[src/core/sal_consts.svh]
// Offsets, field positions, reset values and fixed codes of the access filter.
// Assumes byte addresses on a 13-bit register port, one 32-bit word each.
`ifndef SAL_CONSTS_SVH
`define SAL_CONSTS_SVH

`define SAL_ADDR_W       13
`define SAL_DCTL_OFS     13'h0000
`define SAL_TYPE_OFS     13'h0004
`define SAL_GRP_OFS      13'h0080
`define SAL_SEN_OFS      13'h0100
`define SAL_CEN_OFS      13'h0180
`define SAL_SPND_OFS     13'h0200
`define SAL_CPND_OFS     13'h0280
`define SAL_SACT_OFS     13'h0300
`define SAL_CACT_OFS     13'h0380
`define SAL_PRIO_OFS     13'h0400
`define SAL_TGT_OFS      13'h0800
`define SAL_CFG_OFS      13'h0C00
`define SAL_SGI_OFS      13'h0F00
`define SAL_CCTL_OFS     13'h1000
`define SAL_PMR_OFS      13'h1004
`define SAL_BPR_OFS      13'h1008
`define SAL_ACK_OFS      13'h100C
`define SAL_EOI_OFS      13'h1010
`define SAL_RPR_OFS      13'h1014
`define SAL_TOP_OFS      13'h1018
`define SAL_ABPR_OFS     13'h101C
`define SAL_AACK_OFS     13'h1020
`define SAL_AEOI_OFS     13'h1024
`define SAL_ATOP_OFS     13'h1028
`define SAL_NSAP_OFS     13'h10E0
`define SAL_NSAP_WORDS   4
`define SAL_TYPE_LOCKABLE_IRQ_COUNT_LSB 11
`define SAL_TYPE_SEC_BIT 10
`define SAL_TYPE_CPU_LSB 5
`define SAL_SGI_NONSECURE_SGI_ATTRIBUTE    15
`define SAL_CCTL_W       11
`define SAL_CCTL_LOCK    11'h027D
`define SAL_CCTL_RST     11'h0000
`define SAL_PRIO_HALF    8'h80
`define SAL_CFG_RST      2'h0
`define SAL_CFG_SGI      2'h2

`endif

[src/core/sal_pkg.sv]
// Types shared by the access filter and its address decoder.
// Assumes nothing beyond the constants header.
package sal_pkg;

	// Register region hit by one access.
	typedef enum logic [4:0] {
		SAL_R_NONE, SAL_R_DCTL, SAL_R_TYPE, SAL_R_GRP, SAL_R_SEN,
		SAL_R_CEN, SAL_R_SPND, SAL_R_CPND, SAL_R_SACT, SAL_R_CACT,
		SAL_R_PRIO, SAL_R_TGT, SAL_R_CFG, SAL_R_SGI, SAL_R_CCTL,
		SAL_R_PMR, SAL_R_BPR, SAL_R_RPR, SAL_R_ABPR, SAL_R_EXT_S,
		SAL_R_EXT_C
	} sal_region_t;

endpackage

[src/core/sal_access_if.sv]
// Carries one register address to the decoder and its region back.
// Assumes both ends run on the same clock; the path is combinational.
`timescale 1ns/1ps
interface sal_access_if;
	logic [12:0]              addr;
	sal_pkg::sal_region_t     region;
	logic [8:0]               index;

	modport dec
	(
		input  addr,
		output region,
		output index
	);
	modport core
	(
		output addr,
		input  region,
		input  index
	);
endinterface

[src/core/sal_decode.sv]
// Address decoder: maps a byte address to a register region and word index.
// Assumes word-aligned accesses; the low two address bits are ignored.
`timescale 1ns/1ps
`include "sal_consts.svh"
module sal_decode
(
	sal_access_if.dec acc
);
	// True when the address falls in a run of words starting at base.
	function automatic logic in_run(input logic [12:0] a,
		input logic [12:0] base, input int unsigned words);
		logic [12:0] top;
		top = base + 13'(words * 4);
		return (a >= base) && (a < top);
	endfunction

	wire [12:0] wa = {acc.addr[12:2], 2'b00};

	// Block regions of the per-interrupt tables.
	wire h_grp  = in_run(wa, `SAL_GRP_OFS, 32);
	wire h_sen  = in_run(wa, `SAL_SEN_OFS, 32);
	wire h_cen  = in_run(wa, `SAL_CEN_OFS, 32);
	wire h_spnd = in_run(wa, `SAL_SPND_OFS, 32);
	wire h_cpnd = in_run(wa, `SAL_CPND_OFS, 32);
	wire h_sact = in_run(wa, `SAL_SACT_OFS, 32);
	wire h_cact = in_run(wa, `SAL_CACT_OFS, 32);
	wire h_prio = in_run(wa, `SAL_PRIO_OFS, 256);
	wire h_tgt  = in_run(wa, `SAL_TGT_OFS, 256);
	wire h_cfg  = in_run(wa, `SAL_CFG_OFS, 64);
	wire h_nsap = in_run(wa, `SAL_NSAP_OFS, `SAL_NSAP_WORDS);
	// Aliased views and the non-secure active priorities are secure-only.
	wire h_ext_s = (wa == `SAL_AACK_OFS) || (wa == `SAL_AEOI_OFS) ||
		(wa == `SAL_ATOP_OFS) || h_nsap;
	wire h_ext_c = (wa == `SAL_ACK_OFS) || (wa == `SAL_EOI_OFS) ||
		(wa == `SAL_TOP_OFS);

	// Tables sit on bases aligned to their size, so the index is low bits.
	wire [7:0] imask = (h_prio || h_tgt) ? 8'hFF : h_cfg ? 8'h3F : 8'h1F;

	assign acc.index = {1'b0, wa[9:2] & imask};
	assign acc.region =
		(wa == `SAL_DCTL_OFS) ? sal_pkg::SAL_R_DCTL :
		(wa == `SAL_TYPE_OFS) ? sal_pkg::SAL_R_TYPE :
		h_grp  ? sal_pkg::SAL_R_GRP  : h_sen  ? sal_pkg::SAL_R_SEN  :
		h_cen  ? sal_pkg::SAL_R_CEN  : h_spnd ? sal_pkg::SAL_R_SPND :
		h_cpnd ? sal_pkg::SAL_R_CPND : h_sact ? sal_pkg::SAL_R_SACT :
		h_cact ? sal_pkg::SAL_R_CACT : h_prio ? sal_pkg::SAL_R_PRIO :
		h_tgt  ? sal_pkg::SAL_R_TGT  : h_cfg  ? sal_pkg::SAL_R_CFG  :
		(wa == `SAL_SGI_OFS)  ? sal_pkg::SAL_R_SGI  :
		(wa == `SAL_CCTL_OFS) ? sal_pkg::SAL_R_CCTL :
		(wa == `SAL_PMR_OFS)  ? sal_pkg::SAL_R_PMR  :
		(wa == `SAL_BPR_OFS)  ? sal_pkg::SAL_R_BPR  :
		(wa == `SAL_RPR_OFS)  ? sal_pkg::SAL_R_RPR  :
		(wa == `SAL_ABPR_OFS) ? sal_pkg::SAL_R_ABPR :
		h_ext_s ? sal_pkg::SAL_R_EXT_S :
		h_ext_c ? sal_pkg::SAL_R_EXT_C : sal_pkg::SAL_R_NONE;
endmodule

[src/core/sal_filter.sv]
// Security access filter and lockdown logic of an interrupt controller.
// Assumes one requester access per cycle tagged with security and CPU.
// Operation
// - Type security bit reads one, writes ignored.
// - Banked copy chosen by access security.
// - Secure-only: non-secure reads zero, writes dropped.
// - Private and software interrupts banked per CPU.
// - Group 1 priority range is half.
// - Group, aliased, active-priority registers secure-only.
// - Controls, binary point banked; rest common.
// - Lockable count field; trigger attribute bit.
// - Non-secure sees no Group 0 fields.
// - Non-secure priority uses shifted view.
// - Low mask: non-secure reads zero, writes ignored.
// - High mask: non-secure view, stays upper.
// - Lockdown input high blocks locked writes.
// - Lockable interrupts 32 to 31 plus count.
// - Zero count: lockdown locks nothing.
// - Lock Group 0 enable, secure CPU bits.
// - Lock fields of lockable Group 0 interrupts.
// - Lock group field; moved interrupts lock.
// - Locked writes dropped silently.
// - Grouping supported; each interrupt assignable.
// - Reset clears non-secure Group 1 enables.
//
// Added by the designer: the register offsets and the plain strobed port.
`timescale 1ns/1ps
`include "sal_consts.svh"
module sal_filter
#(
	parameter int unsigned NCPU       = 2,
	parameter int unsigned NUM_SPI    = 32,
	parameter logic [4:0]  LOCKABLE_IRQ_COUNT_COUNT = 5'h1F,
	parameter logic        SEC_PRESENT = 1'b1,
	parameter int unsigned CW         = (NCPU > 1) ? $clog2(NCPU) : 1,
	parameter int unsigned NSLOT      = NCPU * 32 + NUM_SPI
)
(
	input  wire logic                 clk_sys_i,
	input  wire logic                 rstn_i,
	input  wire logic [12:0]          reg_addr_i,
	input  wire logic [31:0]          reg_wdata_i,
	input  wire logic                 reg_wr_i,
	input  wire logic                 reg_rd_i,
	input  wire logic                 reg_secure_i,
	input  wire logic [CW-1:0]        reg_cpu_i,
	output logic      [31:0]          reg_rdata_o,
	input  wire logic                 lockdown_request_i,
	input  wire logic [NCPU*8-1:0]    running_prio_i,
	input  wire logic [31:0]          ext_rdata_i,
	output logic                      ext_wr_o,
	output logic                      ext_rd_o,
	output logic                      ext_secure_o,
	output logic      [CW-1:0]        ext_cpu_o,
	output logic      [12:0]          ext_addr_o,
	output logic      [31:0]          ext_wdata_o,
	output logic                      group0_forward_enable_o,
	output logic                      group1_forward_enable_o,
	output logic      [NCPU*11-1:0]   cpu_port_control_o,
	output logic      [NCPU*8-1:0]    priority_mask_o,
	output logic      [NSLOT-1:0]     irq_group_o,
	output logic      [NSLOT-1:0]     irq_enable_o,
	output logic      [NSLOT-1:0]     irq_pending_o,
	output logic      [NSLOT-1:0]     irq_active_o,
	output logic                      sgi_valid_o,
	output logic      [31:0]          sgi_word_o,
	output logic                      lockdown_active_o
);
	localparam int unsigned NUM_IRQ = 32 + NUM_SPI;

	sal_access_if acc();

	sal_decode u_decode
	(
		.acc (acc.dec)
	);

	// Per-interrupt state, one slot per banked copy or shared interrupt.
	logic [NSLOT-1:0]  grp_r;
	logic [NSLOT-1:0]  en_r;
	logic [NSLOT-1:0]  pnd_r;
	logic [NSLOT-1:0]  act_r;
	logic [7:0]        prio_r [NSLOT];
	logic [7:0]        tgt_r  [NSLOT];
	logic [1:0]        cfg_r  [NSLOT];
	// Banked control state, lockdown flops, trigger and read registers.
	logic              g0_en_r;
	logic              g1_en_r;
	logic [10:0]       cctl_r   [NCPU];
	logic [7:0]        pmr_r    [NCPU];
	logic [2:0]        bpr_s_r  [NCPU];
	logic [2:0]        bpr_ns_r [NCPU];
	logic              lock_m_r;
	logic              lock_s_r;
	logic              sgi_valid_r;
	logic [31:0]       sgi_word_r;
	logic [31:0]       rdata_r;
	logic [31:0]       rd_nxt;

	assign acc.addr = reg_addr_i;

	// Lockdown pin crosses in through two flops before anything reads it.
	always_ff @(posedge clk_sys_i)
	begin
		if (!rstn_i)
		begin
			lock_m_r <= 1'b0;
			lock_s_r <= 1'b0;
		end
		else
		begin
			lock_m_r <= lockdown_request_i;
			lock_s_r <= lock_m_r;
		end
	end

	// A zero lockable count disables lockdown entirely.
	wire lock_on = lock_s_r && (LOCKABLE_IRQ_COUNT_COUNT != 5'h00);
	// Without the security option every access behaves as secure.
	wire acc_ns  = SEC_PRESENT && !reg_secure_i;
	wire [CW-1:0] cpu = reg_cpu_i;
	wire wr = reg_wr_i;
	sal_pkg::sal_region_t rg;
	assign rg = acc.region;
	wire [8:0] idx = acc.index;

	// Slot of an interrupt: private ones per requesting CPU.
	function automatic int unsigned slot(input logic [CW-1:0] c,
		input int unsigned irq);
		return (irq < 32) ? int'(c) * 32 + irq : NCPU * 32 + irq - 32;
	endfunction

	// Lockable Group 0 shared interrupt under an active lockdown.
	function automatic logic locked(input int unsigned irq, input logic g);
		return lock_on && !g && (irq >= 32) &&
			(irq <= 31 + int'(LOCKABLE_IRQ_COUNT_COUNT));
	endfunction

	// Field visible to this access: Group 0 fields hidden from non-secure.
	function automatic logic fld_vis(input logic g);
		return !acc_ns || g;
	endfunction

	// Non-secure priority view: half range, always upper half on write.
	function automatic logic [7:0] ns_rd(input logic [7:0] v);
		return {v[6:0], 1'b0};
	endfunction
	function automatic logic [7:0] ns_wr(input logic [7:0] w);
		return {1'b1, w[7:1]};
	endfunction

	// Non-secure view of the CPU control: group 1 bits moved down.
	function automatic logic [31:0] cctl_ns(input logic [10:0] c);
		return {22'h00_0000, c[10], 2'b00, c[8:7], 4'h0, c[1]};
	endfunction

	// Secure accesses to aliased registers, and all accesses to CPU-side queue registers, pass out unchanged.
	wire ext_hit = (rg == sal_pkg::SAL_R_EXT_C) ||
		((rg == sal_pkg::SAL_R_EXT_S) && !acc_ns);
	assign ext_wr_o     = wr && ext_hit;
	assign ext_rd_o     = reg_rd_i && ext_hit;
	assign ext_secure_o = reg_secure_i;
	assign ext_cpu_o    = cpu;
	assign ext_addr_o   = reg_addr_i;
	assign ext_wdata_o  = reg_wdata_i;

	wire [7:0] pmr_cur = pmr_r[cpu];
	wire [7:0] rpr_cur = running_prio_i[int'(cpu)*8 +: 8];
	wire pmr_hi = pmr_cur >= `SAL_PRIO_HALF;

	// Per-interrupt tables: bit, byte and two-bit fields per word.
	always_ff @(posedge clk_sys_i)
	begin
		if (!rstn_i)
		begin
			grp_r <= '0;
			en_r  <= '0;
			pnd_r <= '0;
			act_r <= '0;
			for (int s = 0; s < NSLOT; s++)
			begin
				prio_r[s] <= 8'h00;
				tgt_r[s]  <= 8'h00;
				cfg_r[s]  <= `SAL_CFG_RST;
			end
		end
		else if (wr)
		begin
			for (int b = 0; b < 32; b++)
			begin
				automatic int unsigned irq = int'(idx) * 32 + b;
				automatic int unsigned s = slot(cpu, irq);
				if (irq < NUM_IRQ && reg_wdata_i[b] &&
					fld_vis(grp_r[s]) && !locked(irq, grp_r[s]))
				begin
					unique case (rg)
					sal_pkg::SAL_R_SEN:  en_r[s]  <= 1'b1;
					sal_pkg::SAL_R_CEN:  en_r[s]  <= 1'b0;
					sal_pkg::SAL_R_SPND: pnd_r[s] <= 1'b1;
					sal_pkg::SAL_R_CPND: pnd_r[s] <= 1'b0;
					sal_pkg::SAL_R_SACT: act_r[s] <= 1'b1;
					sal_pkg::SAL_R_CACT: act_r[s] <= 1'b0;
					default:             ;
					endcase
				end
				// Group field: secure only, locked while in Group 0.
				if (irq < NUM_IRQ && rg == sal_pkg::SAL_R_GRP && !acc_ns &&
					!locked(irq, grp_r[s]))
					grp_r[s] <= reg_wdata_i[b];
			end
			for (int k = 0; k < 4; k++)
			begin
				automatic int unsigned irq = int'(idx) * 4 + k;
				automatic int unsigned s = slot(cpu, irq);
				automatic logic [7:0] w = reg_wdata_i[k*8 +: 8];
				if (irq < NUM_IRQ && fld_vis(grp_r[s]) &&
					!locked(irq, grp_r[s]))
				begin
					if (rg == sal_pkg::SAL_R_PRIO)
						prio_r[s] <= acc_ns ? ns_wr(w) : w;
					if (rg == sal_pkg::SAL_R_TGT && irq >= 32)
						tgt_r[s] <= w;
				end
			end
			for (int k = 0; k < 16; k++)
			begin
				automatic int unsigned irq = int'(idx) * 16 + k;
				automatic int unsigned s = slot(cpu, irq);
				if (irq >= 32 && irq < NUM_IRQ && rg == sal_pkg::SAL_R_CFG &&
					fld_vis(grp_r[s]) && !locked(irq, grp_r[s]))
					cfg_r[s] <= reg_wdata_i[k*2 +: 2];
			end
		end
	end

	// Distributor control: secure copy holds both enables, non-secure one.
	always_ff @(posedge clk_sys_i)
	begin
		if (!rstn_i)
		begin
			g0_en_r <= 1'b0;
			g1_en_r <= 1'b0;
		end
		else if (wr && rg == sal_pkg::SAL_R_DCTL)
		begin
			if (acc_ns)
				g1_en_r <= reg_wdata_i[0];
			else
			begin
				g1_en_r <= reg_wdata_i[1];
				if (!lock_on)
					g0_en_r <= reg_wdata_i[0];
			end
		end
	end

	// Per-CPU interface state: control, mask and binary points.
	always_ff @(posedge clk_sys_i)
	begin
		if (!rstn_i)
		begin
			for (int c = 0; c < NCPU; c++)
			begin
				cctl_r[c]   <= `SAL_CCTL_RST;
				pmr_r[c]    <= 8'h00;
				bpr_s_r[c]  <= 3'h0;
				bpr_ns_r[c] <= 3'h0;
			end
		end
		else if (wr)
		begin
			unique case (rg)
			sal_pkg::SAL_R_CCTL:
				if (acc_ns)
					cctl_r[cpu] <= {reg_wdata_i[9], cctl_r[cpu][9],
						reg_wdata_i[6:5], cctl_r[cpu][6:2], reg_wdata_i[0],
						cctl_r[cpu][0]};
				else if (lock_on)
					cctl_r[cpu] <= (cctl_r[cpu] & `SAL_CCTL_LOCK) |
						(reg_wdata_i[10:0] & ~`SAL_CCTL_LOCK);
				else
					cctl_r[cpu] <= reg_wdata_i[10:0];
			sal_pkg::SAL_R_PMR:
				if (!acc_ns)
					pmr_r[cpu] <= reg_wdata_i[7:0];
				else if (pmr_hi)
					pmr_r[cpu] <= ns_wr(reg_wdata_i[7:0]);
			sal_pkg::SAL_R_BPR:
				if (acc_ns)
					bpr_ns_r[cpu] <= reg_wdata_i[2:0];
				else
					bpr_s_r[cpu] <= reg_wdata_i[2:0];
			sal_pkg::SAL_R_ABPR:
				if (!acc_ns)
					bpr_ns_r[cpu] <= reg_wdata_i[2:0];
			default: ;
			endcase
		end
	end

	// Software interrupt trigger: non-secure writers may only raise Group 1.
	always_ff @(posedge clk_sys_i)
	begin
		if (!rstn_i)
		begin
			sgi_valid_r <= 1'b0;
			sgi_word_r  <= 32'h0000_0000;
		end
		else
		begin
			sgi_valid_r <= wr && rg == sal_pkg::SAL_R_SGI;
			if (wr && rg == sal_pkg::SAL_R_SGI)
			begin
				sgi_word_r <= reg_wdata_i;
				sgi_word_r[`SAL_SGI_NONSECURE_SGI_ATTRIBUTE] <= reg_wdata_i[`SAL_SGI_NONSECURE_SGI_ATTRIBUTE] ||
					acc_ns;
			end
		end
	end

	// Read mux; filtered values are registered for the next cycle.
	always_comb
	begin
		rd_nxt = 32'h0000_0000;
		unique case (rg)
		sal_pkg::SAL_R_DCTL:
			rd_nxt = acc_ns ? {31'h0, g1_en_r} : {30'h0, g1_en_r, g0_en_r};
		sal_pkg::SAL_R_TYPE:
		begin
			rd_nxt[`SAL_TYPE_LOCKABLE_IRQ_COUNT_LSB +: 5] = SEC_PRESENT ? LOCKABLE_IRQ_COUNT_COUNT : 5'h00;
			rd_nxt[`SAL_TYPE_SEC_BIT] = SEC_PRESENT;
			rd_nxt[`SAL_TYPE_CPU_LSB +: 3] = 3'(NCPU - 1);
			rd_nxt[4:0] = 5'(NUM_IRQ / 32 - 1);
		end
		sal_pkg::SAL_R_GRP, sal_pkg::SAL_R_SEN, sal_pkg::SAL_R_CEN,
		sal_pkg::SAL_R_SPND, sal_pkg::SAL_R_CPND, sal_pkg::SAL_R_SACT,
		sal_pkg::SAL_R_CACT:
			for (int b = 0; b < 32; b++)
			begin
				automatic int unsigned irq = int'(idx) * 32 + b;
				automatic int unsigned s = slot(cpu, irq);
				if (irq < NUM_IRQ && fld_vis(grp_r[s]))
					unique case (rg)
					sal_pkg::SAL_R_GRP:
						rd_nxt[b] = !acc_ns && grp_r[s];
					sal_pkg::SAL_R_SEN, sal_pkg::SAL_R_CEN:
						rd_nxt[b] = en_r[s];
					sal_pkg::SAL_R_SPND, sal_pkg::SAL_R_CPND:
						rd_nxt[b] = pnd_r[s];
					default:
						rd_nxt[b] = act_r[s];
					endcase
			end
		sal_pkg::SAL_R_PRIO, sal_pkg::SAL_R_TGT:
			for (int k = 0; k < 4; k++)
			begin
				automatic int unsigned irq = int'(idx) * 4 + k;
				automatic int unsigned s = slot(cpu, irq);
				if (irq < NUM_IRQ && fld_vis(grp_r[s]))
				begin
					if (rg == sal_pkg::SAL_R_TGT)
						rd_nxt[k*8 +: 8] = (irq < 32) ?
							8'(1 << int'(cpu)) : tgt_r[s];
					else
						rd_nxt[k*8 +: 8] = acc_ns ? ns_rd(prio_r[s]) :
							prio_r[s];
				end
			end
		sal_pkg::SAL_R_CFG:
			for (int k = 0; k < 16; k++)
			begin
				automatic int unsigned irq = int'(idx) * 16 + k;
				automatic int unsigned s = slot(cpu, irq);
				if (irq < NUM_IRQ && fld_vis(grp_r[s]))
					rd_nxt[k*2 +: 2] = (irq < 16) ? `SAL_CFG_SGI :
						(irq < 32) ? `SAL_CFG_RST : cfg_r[s];
			end
		sal_pkg::SAL_R_CCTL:
			rd_nxt = acc_ns ? cctl_ns(cctl_r[cpu]) :
				{21'h00_0000, cctl_r[cpu]};
		sal_pkg::SAL_R_PMR:
			rd_nxt[7:0] = !acc_ns ? pmr_cur :
				pmr_hi ? ns_rd(pmr_cur) : 8'h00;
		sal_pkg::SAL_R_RPR:
			rd_nxt[7:0] = !acc_ns ? rpr_cur :
				pmr_hi ? ns_rd(rpr_cur) : 8'h00;
		sal_pkg::SAL_R_BPR:
			rd_nxt[2:0] = acc_ns ? bpr_ns_r[cpu] : bpr_s_r[cpu];
		sal_pkg::SAL_R_ABPR:
			rd_nxt[2:0] = acc_ns ? 3'h0 : bpr_ns_r[cpu];
		sal_pkg::SAL_R_EXT_S, sal_pkg::SAL_R_EXT_C:
			rd_nxt = ext_hit ? ext_rdata_i : 32'h0000_0000;
		default:
			rd_nxt = 32'h0000_0000;
		endcase
	end

	// Read data stands only in the cycle after the strobe.
	always_ff @(posedge clk_sys_i)
	begin
		if (!rstn_i)
			rdata_r <= 32'h0000_0000;
		else
			rdata_r <= reg_rd_i ? rd_nxt : 32'h0000_0000;
	end

	// State outputs for the prioritisation logic downstream.
	always_comb
	begin
		for (int c = 0; c < NCPU; c++)
		begin
			cpu_port_control_o[c*11 +: 11] = cctl_r[c];
			priority_mask_o[c*8 +: 8]      = pmr_r[c];
		end
	end

	assign reg_rdata_o             = rdata_r;
	assign group0_forward_enable_o = g0_en_r;
	assign group1_forward_enable_o = g1_en_r;
	assign irq_group_o             = grp_r;
	assign irq_enable_o            = en_r;
	assign irq_pending_o           = pnd_r;
	assign irq_active_o            = act_r;
	assign sgi_valid_o             = sgi_valid_r;
	assign sgi_word_o              = sgi_word_r;
	assign lockdown_active_o       = lock_on;
endmodule

[config.mk]
export PLATFORM = sky130hd
export DESIGN_NAME = sal_filter
export DESIGN_NICKNAME = d
export VERILOG_FILES = /design/src/core/sal_pkg.sv /design/src/core/sal_access_if.sv /design/src/core/sal_decode.sv /design/src/core/sal_filter.sv
export VERILOG_INCLUDE_DIRS = /design/src /design/src/core
export SDC_FILE = /design/constraint.sdc
export NUM_CORES = 2
export LEC_CHECK = 0
export BUFFER_PORTS_ARGS = -buffer_cell sky130_fd_sc_hd__buf_2
export CELL_PAD_IN_SITES_DETAIL_PLACEMENT = 0
export CELL_PAD_IN_SITES_GLOBAL_PLACEMENT = 1
export CORE_UTILIZATION = 40
export CTS_BUF_LIST = sky130_fd_sc_hd__clkbuf_4 sky130_fd_sc_hd__clkbuf_8
export CTS_CLUSTER_SIZE = 14
export DETAILED_ROUTE_END_ITERATION = 6
export PLACE_DENSITY = 0.68
export SLEW_MARGIN = 20
export SYNTH_ARGS = -nofsm -noshare
export SYNTH_HDL_FRONTEND = slang
export SYNTH_SLANG_ARGS = --single-unit
[constraint.sdc]
create_clock -name clk_sys_i -period 6.2 [get_ports clk_sys_i]
set_input_delay 0.93 -clock clk_sys_i [delete_from_list [all_inputs] [get_ports clk_sys_i]]
set_output_delay 0.93 -clock clk_sys_i [all_outputs]
set_load 0.005 [all_outputs]
; Word-level counts from Yosys, hierarchy flattened
; Memories as Yosys holds them, arrays and structs flattened.
; Cells that the tools add are included.
[totals]
output_inout_bits = 539
elab_cells = 2888
regBits = 453
mem_count = 7
mem_bits_rw = 1778
[memory_table]
columns = memory, depth, width, rd, rd_ports_with_merged_regs, wr, line_no
row1 = prio_r, 96, 8, 4, 0, 96, sal_filter.sv:83  ; logic [7:0] prio_r [NSLOT];
row2 = tgt_r, 96, 8, 4, 0, 96, sal_filter.sv:84  ; logic [7:0] tgt_r [NSLOT];
row3 = cfg_r, 96, 2, 16, 0, 96, sal_filter.sv:85  ; logic [1:0] cfg_r [NSLOT];
row4 = cctl_r, 2, 11, 3, 0, 2, sal_filter.sv:89  ; logic [10:0] cctl_r [NCPU];
row5 = pmr_r, 2, 8, 3, 0, 2, sal_filter.sv:90  ; logic [7:0] pmr_r [NCPU];
row6 = bpr_ns_r, 2, 3, 1, 0, 2, sal_filter.sv:92  ; logic [2:0] bpr_ns_r [NCPU];
row7 = +1 memories, n/a, n/a, n/a, n/a, n/a, n/a
[op_classes]
shifts = 2
bitwise_logic = 231
eq_ne = 33
addsub = 205
magnitude_cmp = 331
mux = 1315
n_reduce_logical = 753
[op_table]
columns = operator, count
row1 = 2-to-1 mux 96 bit, 376
row2 = one-hot mux 96 bit (2 select lines), 96
row3 = bitwise AND 96 bit, 96
row4 = bitwise OR 96 bit, 96
row5 = bitwise mux 96 bit, 32
row6 = inverter 96 bit, 32
row7 = 2-to-1 mux 32 bit, 53
row8 = "< comparator 32 x 8 -> 1 bit, second input constant", 52
row9 = ">= comparator 32 x 6 -> 1 bit, second input constant", 49
row10 = "less-or-equal comparator 32 x 6 -> 1 bit, second input constant", 49
row11 = binary-select mux 1 bit (select 7 bit), 148
row12 = ">= comparator 32 x 1 -> 1 bit, second input constant", 32
row13 = "subtractor 32 x 6 -> 32 bit, second input constant", 18
row14 = logical AND 1 bit, 552
row15 = "subtractor 15 x 6 -> 16 bit, second input constant", 31
row16 = adder 6 x 14 -> 15 bit, 31
row17 = "adder 7 x 14 -> 15 bit, first input constant", 31
row18 = "< comparator 14 x 6 -> 1 bit, second input constant", 31
row19 = "< comparator 14 x 7 -> 1 bit, second input constant", 31
row20 = 2-to-1 mux 1 bit, 387
row21 = 2-to-1 mux 8 bit, 35
row22 = "adder 13 x 5 -> 14 bit, second input constant", 16
row23 = adder 6 x 13 -> 14 bit, 16
row24 = "adder 7 x 13 -> 14 bit, first input constant", 16
row25 = 84 further kinds, 564

; Longest topological paths before layout
[depth]
ltp_word = 181
depth_mapped = 23
mapped_depth_nobuf = 12

; Modules after synthesis
; Synthesis repeated with hierarchy kept, for this count alone.
[hier_totals]
hier_cells = 10482
hier_area_um2 = 129446.6
[by_module_without_submodules]
columns = mod, cells_per_inst, n_inst, area_per_inst_um2, seq_area_each_um2
row1 = sal_filter, 10408, 1, 128986.2, 77774.6
row2 = sal_decode, 74, 1, 460.4, 0.0

; Worst setup path before layout
; OpenSTA, ideal clock, no wires.
[synth_timing]
path_kind = input -> register
start = input port reg_addr_i[4]
end = register rdata_r[7] (netlist: reg_rdata_o[7])
path_buffers = 9
arrival_time_ps = 5374
cell_stages = 20
required_time_ps = 6057
path_slack_ps = 684
path_cell_list = buf_2 buf_2 buf_4 inv_2 buf_2 buf_1 buf_2 clkbuf_1 ha_1 and2_1 clkbuf_1 o31ai_4 o311ai_2 buf_2 mux2_2 a32o_1 a2111oi_0 o22ai_1 nand4_1 o21ai_0
[synth_between]
elab_chain_cells = 28
word_cells_on_any_way = 154
[synth_rtl]
columns = item, line_no
row1 = from (decl), sal_filter.sv:41  ; input wire logic [12:0] reg_addr_i,
row2 = branches (longest 27 deep; another with subtractor 32 x 6 -> 32 bit), n/a
row3 = one-hot mux 5 bit (9 select lines) (*), sal_filter.sv:325  ; unique case (rg)
row4 = to (signal assigned), sal_filter.sv:404  ; rdata_r <= reg_rd_i ? rd_nxt : 32'h0000_0000;
row5 = to (decl), sal_filter.sv:97  ; logic [31:0] rdata_r;
; Mark *: on every way between the ends. The select of a mux whose other input is x is not followed.
; A chain may end at the register's enable or synchronous reset.

; Final worst setup path
[layout_timing]
start = input port reg_addr_i[10]
end = register rdata_r[31] (netlist: reg_rdata_o[31])
[layout_between]
elab_chain_cells = 28
word_cells_on_any_way = 152
[layout_rtl]
columns = item, line_no
row1 = branches (longest 27 deep; another with subtractor 32 x 6 -> 32 bit), n/a
row2 = one-hot mux 16 bit (6 select lines) (*), sal_filter.sv:325
; Marks and branches as above.

==> impl_metrics.py <==
metrics = {
    "power_and_ir_drop": {
        "p_leak_uw": 0.0517,
        "power_frac_comb_pct": 9.5,
        "peakVddDrop_v": 0.000189,
        "net-switching-power_uw": 10800,
        "powerDensity_nw_per_um2": 274,
        "internal_power_uw": 30500,
        "pwr-share-seq_pct": 50.4,
        "clockPowerShare_pct": 40.2,
        "switching_share_pct": 26.1,
    },
    "floorplan": {
        "initial_utilization_pct": 40.2,
        "die-area_um2": 332000,
        "ioPinCount": 639,
        "die_x_um": 576,
        "core-area_um2": 328000,
        "rows": 210,
        "dieHeight_um": 576,
    },
    "layout": {
        "final_layout_size_suffix_gt1_share_pct": 24.2,
        "final_common_cell": "edfxtp_1",
        "syn2layout_area_growth_pct": 14.4,
        "utilization_pct": 46.0,
        "final_cell_mix": "edfxtp_1, nor2_1, nand2_1",
        "nets": 11600,
        "final_cells": 16200,
        "final_area_um2": 151000,
    },
    "placed_design": {
        "numPortBuffers": 634,
        "hpwl_um": 395000,
        "dp_cells": 15300,
        "place.gp.congestion": 1.02,
        "placed_area_um2": 141000,
    },
    "sta": {
        "period_share_pct": 87.7,
        "max_slew_margin_pct": 8.37,
        "fin_crit_ns": 5.44,
        "max_freq_mhz": 184,
        "drv_slew": 0,
        "tightest_slew_ns": 1.37,
        "setup_viol": 0,
        "rsz0062_at_grt": "no",
        "finalHoldViolations": 0,
        "skew_ns": 0.161,
    },
    "hold_path": {
        "min_path_type": "input pin to register",
        "min_from": "ext_rdata_i[20]",
        "min_delay_worst_endpoint": "reg_rdata_o[20]",
        "worstHoldPathCells": 3,
    },
    "yosys": {
        "ys_seq_elements": 2791,
        "synth-seq-area-share_pct": 60.1,
        "postSynthAreaPerCell_um2": 12.3,
        "synthArstFlopShare_pct": 0,
        "synth-edff-count": 2338,
        "syn_inst": 10800,
        "ys_warn_count": 0,
        "yosysTopAreaCell": "edfxtp_1",
        "synth_area_leaders": "edfxtp_1, mux4_2, dfxtp_1",
        "synth_cell_types": 111,
        "ys.flop_type": "edfxtp_1",
        "synth_top_area_share_pct": 53.3,
        "synth_area_um2": 132000,
    },
    "worst_setup_path": {
        "end_kind": "register",
        "critPathArrivalTime_ns": 6.42,
        "r2r_cells": 8,
        "startpoint_type": "input pin",
        "critical-path-max-stage-delay_ns": 0.94,
        "crit_top_cell": "buf_4",
        "r2r_start": "irq_group_o[76]",
        "critical_path_class": "input pin to register",
        "crit_family": "compound AO/OA/AOI/OAI gates",
        "r2r_slack_ns": 1.80,
        "cp_max_fo": 22,
        "cp_cell_sequence": "buf_2 -> o21bai_2 -> o31ai_4 -> buf_4 -> mux2i_4 -> buf_12 -> buf_4 -> a32oi_1 -> and3_1 -> a211oi_1 -> buf_4 -> nor3_1 -> a21oi_1 -> a21oi_1",
        "reg2reg_to": "prio_r[120][2]",
        "cp_num_buf_inv": 5,
        "required_ns": 7.18,
        "cp_slowest_cell": "mux2i_4",
    },
    "cts": {
        "cts_max_level": 5,
        "cts_root_buf": "clkbuf_8",
        "insertion_delay_ns": 1.20,
        "cts_tree": "yes",
        "cts.sinks": 2791,
        "cts_buffers": 462,
        "clock_path_buffers": 4,
        "clk_pin_slew_ns": 0.07,
        "ctsResizeCount": 0,
    },
    "global_routing": {
        "gr-usage-all-layers_pct": 33.0,
        "antenna_found_initial": 61,
        "grt_pass1_vias": 96900,
        "grt.overflow.total": 0,
        "grt_pass1_wl_um": 773000,
        "grt_start_max_net_pins": 150,
    },
    "drt": {
        "routed_wl_um": 563000,
        "avgRoutedWirePerCell_um": 34.8,
        "firstDrtPassIters": 7,
        "postRouteAntennaNets": 0,
        "vias": 102000,
        "routed_via_density": 6.31,
        "drt_iter0_drc": 14400,
        "post-route-drc-count": 3,
    },
    "run_status": {
        "violations": "design-rule violations",
        "status": "finished, violations left",
    },
    "flow_run": {
        "max-cap-violations": 0,
    },
}
-- cells by family after synthesis --
| logic type | after synthesis | synth area share, % |
|---|---|---|
| adder cells (fa/ha/maj) | 20 | 0.190 |
| XOR/XNOR | 14 | 0.0930 |
| AO/OA/AOI/OAI | 1873 | 9.44 |
| buffers and inverters | 1230 | 4.05 |
| flip-flops | 2791 | 60.1 |
| other | 1 | 0.00285 |
| AND/OR/NAND/NOR | 3580 | 11.3 |
| multiplexers | 1250 | 14.8 |
-- worst register-to-register path, cell delays in order, from the launching register on --
cell and delay (ns):
dfxtp_1 0.82, mux4_2 0.41, mux2i_1 0.26, a21oi_1 0.22
a221oi_1 0.07, buf_4 0.18, a21oi_1 0.74, nand2_1 0.34
nor2_1 0.89
-- sequential cells by signal, indices dropped and copies added, names as in the netlist --
register,count
prio_r,1024
tgt_r,1008
cfg_r,256
irq_active_o,96
irq_enable_o,96
irq_group_o,96
irq_pending_o,96
reg_rdata_o,32
sgi_word_o,32
cctl_r,22
pmr_r,16
bpr_ns_r,6
bpr_s_r,6
group0_forward_enable_o,1
group1_forward_enable_o,1
lock_m_r,1
lockdown_active_o,1
sgi_valid_o,1
-- how the worst max path moves through the flow --
stage | from | end | cells after the start
final | reg_addr_i[10] | reg_rdata_o[31] | 14
after global routing | reg_addr_i[10] | reg_rdata_o[31] | 14
after CTS | reg_addr_i[5] | ext_wr_o | 10
after detailed placement | reg_addr_i[10] | reg_rdata_o[31] | 14
after global placement | reg_addr_i[10] | reg_rdata_o[11] | 11
after floorplan | reg_addr_i[4] | reg_rdata_o[7] | 20
-- power by group through the flow --
stage / Combinational, µW / Sequential [µW] / Clock [µW]
after floorplan: 2050 / 21100 / 0
after global placement: 3770 / 21200 / 0
after detailed placement: 3800 / 21200 / 0
after CTS: 3810 / 20800 / 16700
after global routing: 3990 / 20800 / 17400
final: 3910 / 20800 / 16600
-- cells in the mapped netlist (88+ instances only) --
cell type / n
o211ai_1: 200
buf_2: 266
a21oi_1: 267
o22ai_1: 164
o31ai_1: 168
mux2_2: 117
nand2_1: 869
o21ai_0: 528
buf_4: 88
mux4_2: 539
edfxtp_1: 2338
nor2_1: 2043
nor3_1: 233
clkbuf_1: 739
dfxtp_1: 453
mux2i_1: 557
nand3_1: 127
-- stage by stage --
| step | TNS [ns] | setup WS (ns) | total power (µW) | hold slack [ns] |
|---|---|---|---|---|
| CTS | 0 | 1.09 | 41300 | 0.0217 |
| global placement | -0.110 | -0.0918 | 24900 | 0.440 |
| floorplan | 0 | 0.684 | 23200 | 0.412 |
| detailed placement | -0.0184 | -0.0184 | 25000 | 0.444 |
| global route | 0 | 0.930 | 42200 | 0.0920 |
| finish | 0 | 0.765 | 41300 | 0.0881 |
-- per-layer routing --
layer	global-route usage (%)	wire length [µm]	vias to the layer above
li1	-	-	41500
met1	41.7	205000	52000
met2	50.0	250000	7109
met3	8.43	64600	1572
met4	22.2	44100	34
met5	0	215	-
-- repair_timing --
action | 4_1_cts | 5_1_grt
setup buffers | 0 | 0
endpoints found under the hold margin | 1 | 0
hold buffers | 1 | 0
-- layout make-up --
| type | instances | area (µm²) |
|---|---|---|
| Multi-Input combinational cell | 6853 | 48100 |
| Antenna cell | 28 | 70.1 |
| Inverter | 66 | 267 |
| Sequential cell | 2791 | 79300 |
| Tap cell | 4346 | 5440 |
| Fill cell | 29900 | 177000 |
| Clock inverter | 185 | 1250 |
| Clock buffer | 644 | 7920 |
| Timing Repair Buffer | 1283 | 8440 |
Note: power is estimated with default switching activity, not from simulation.
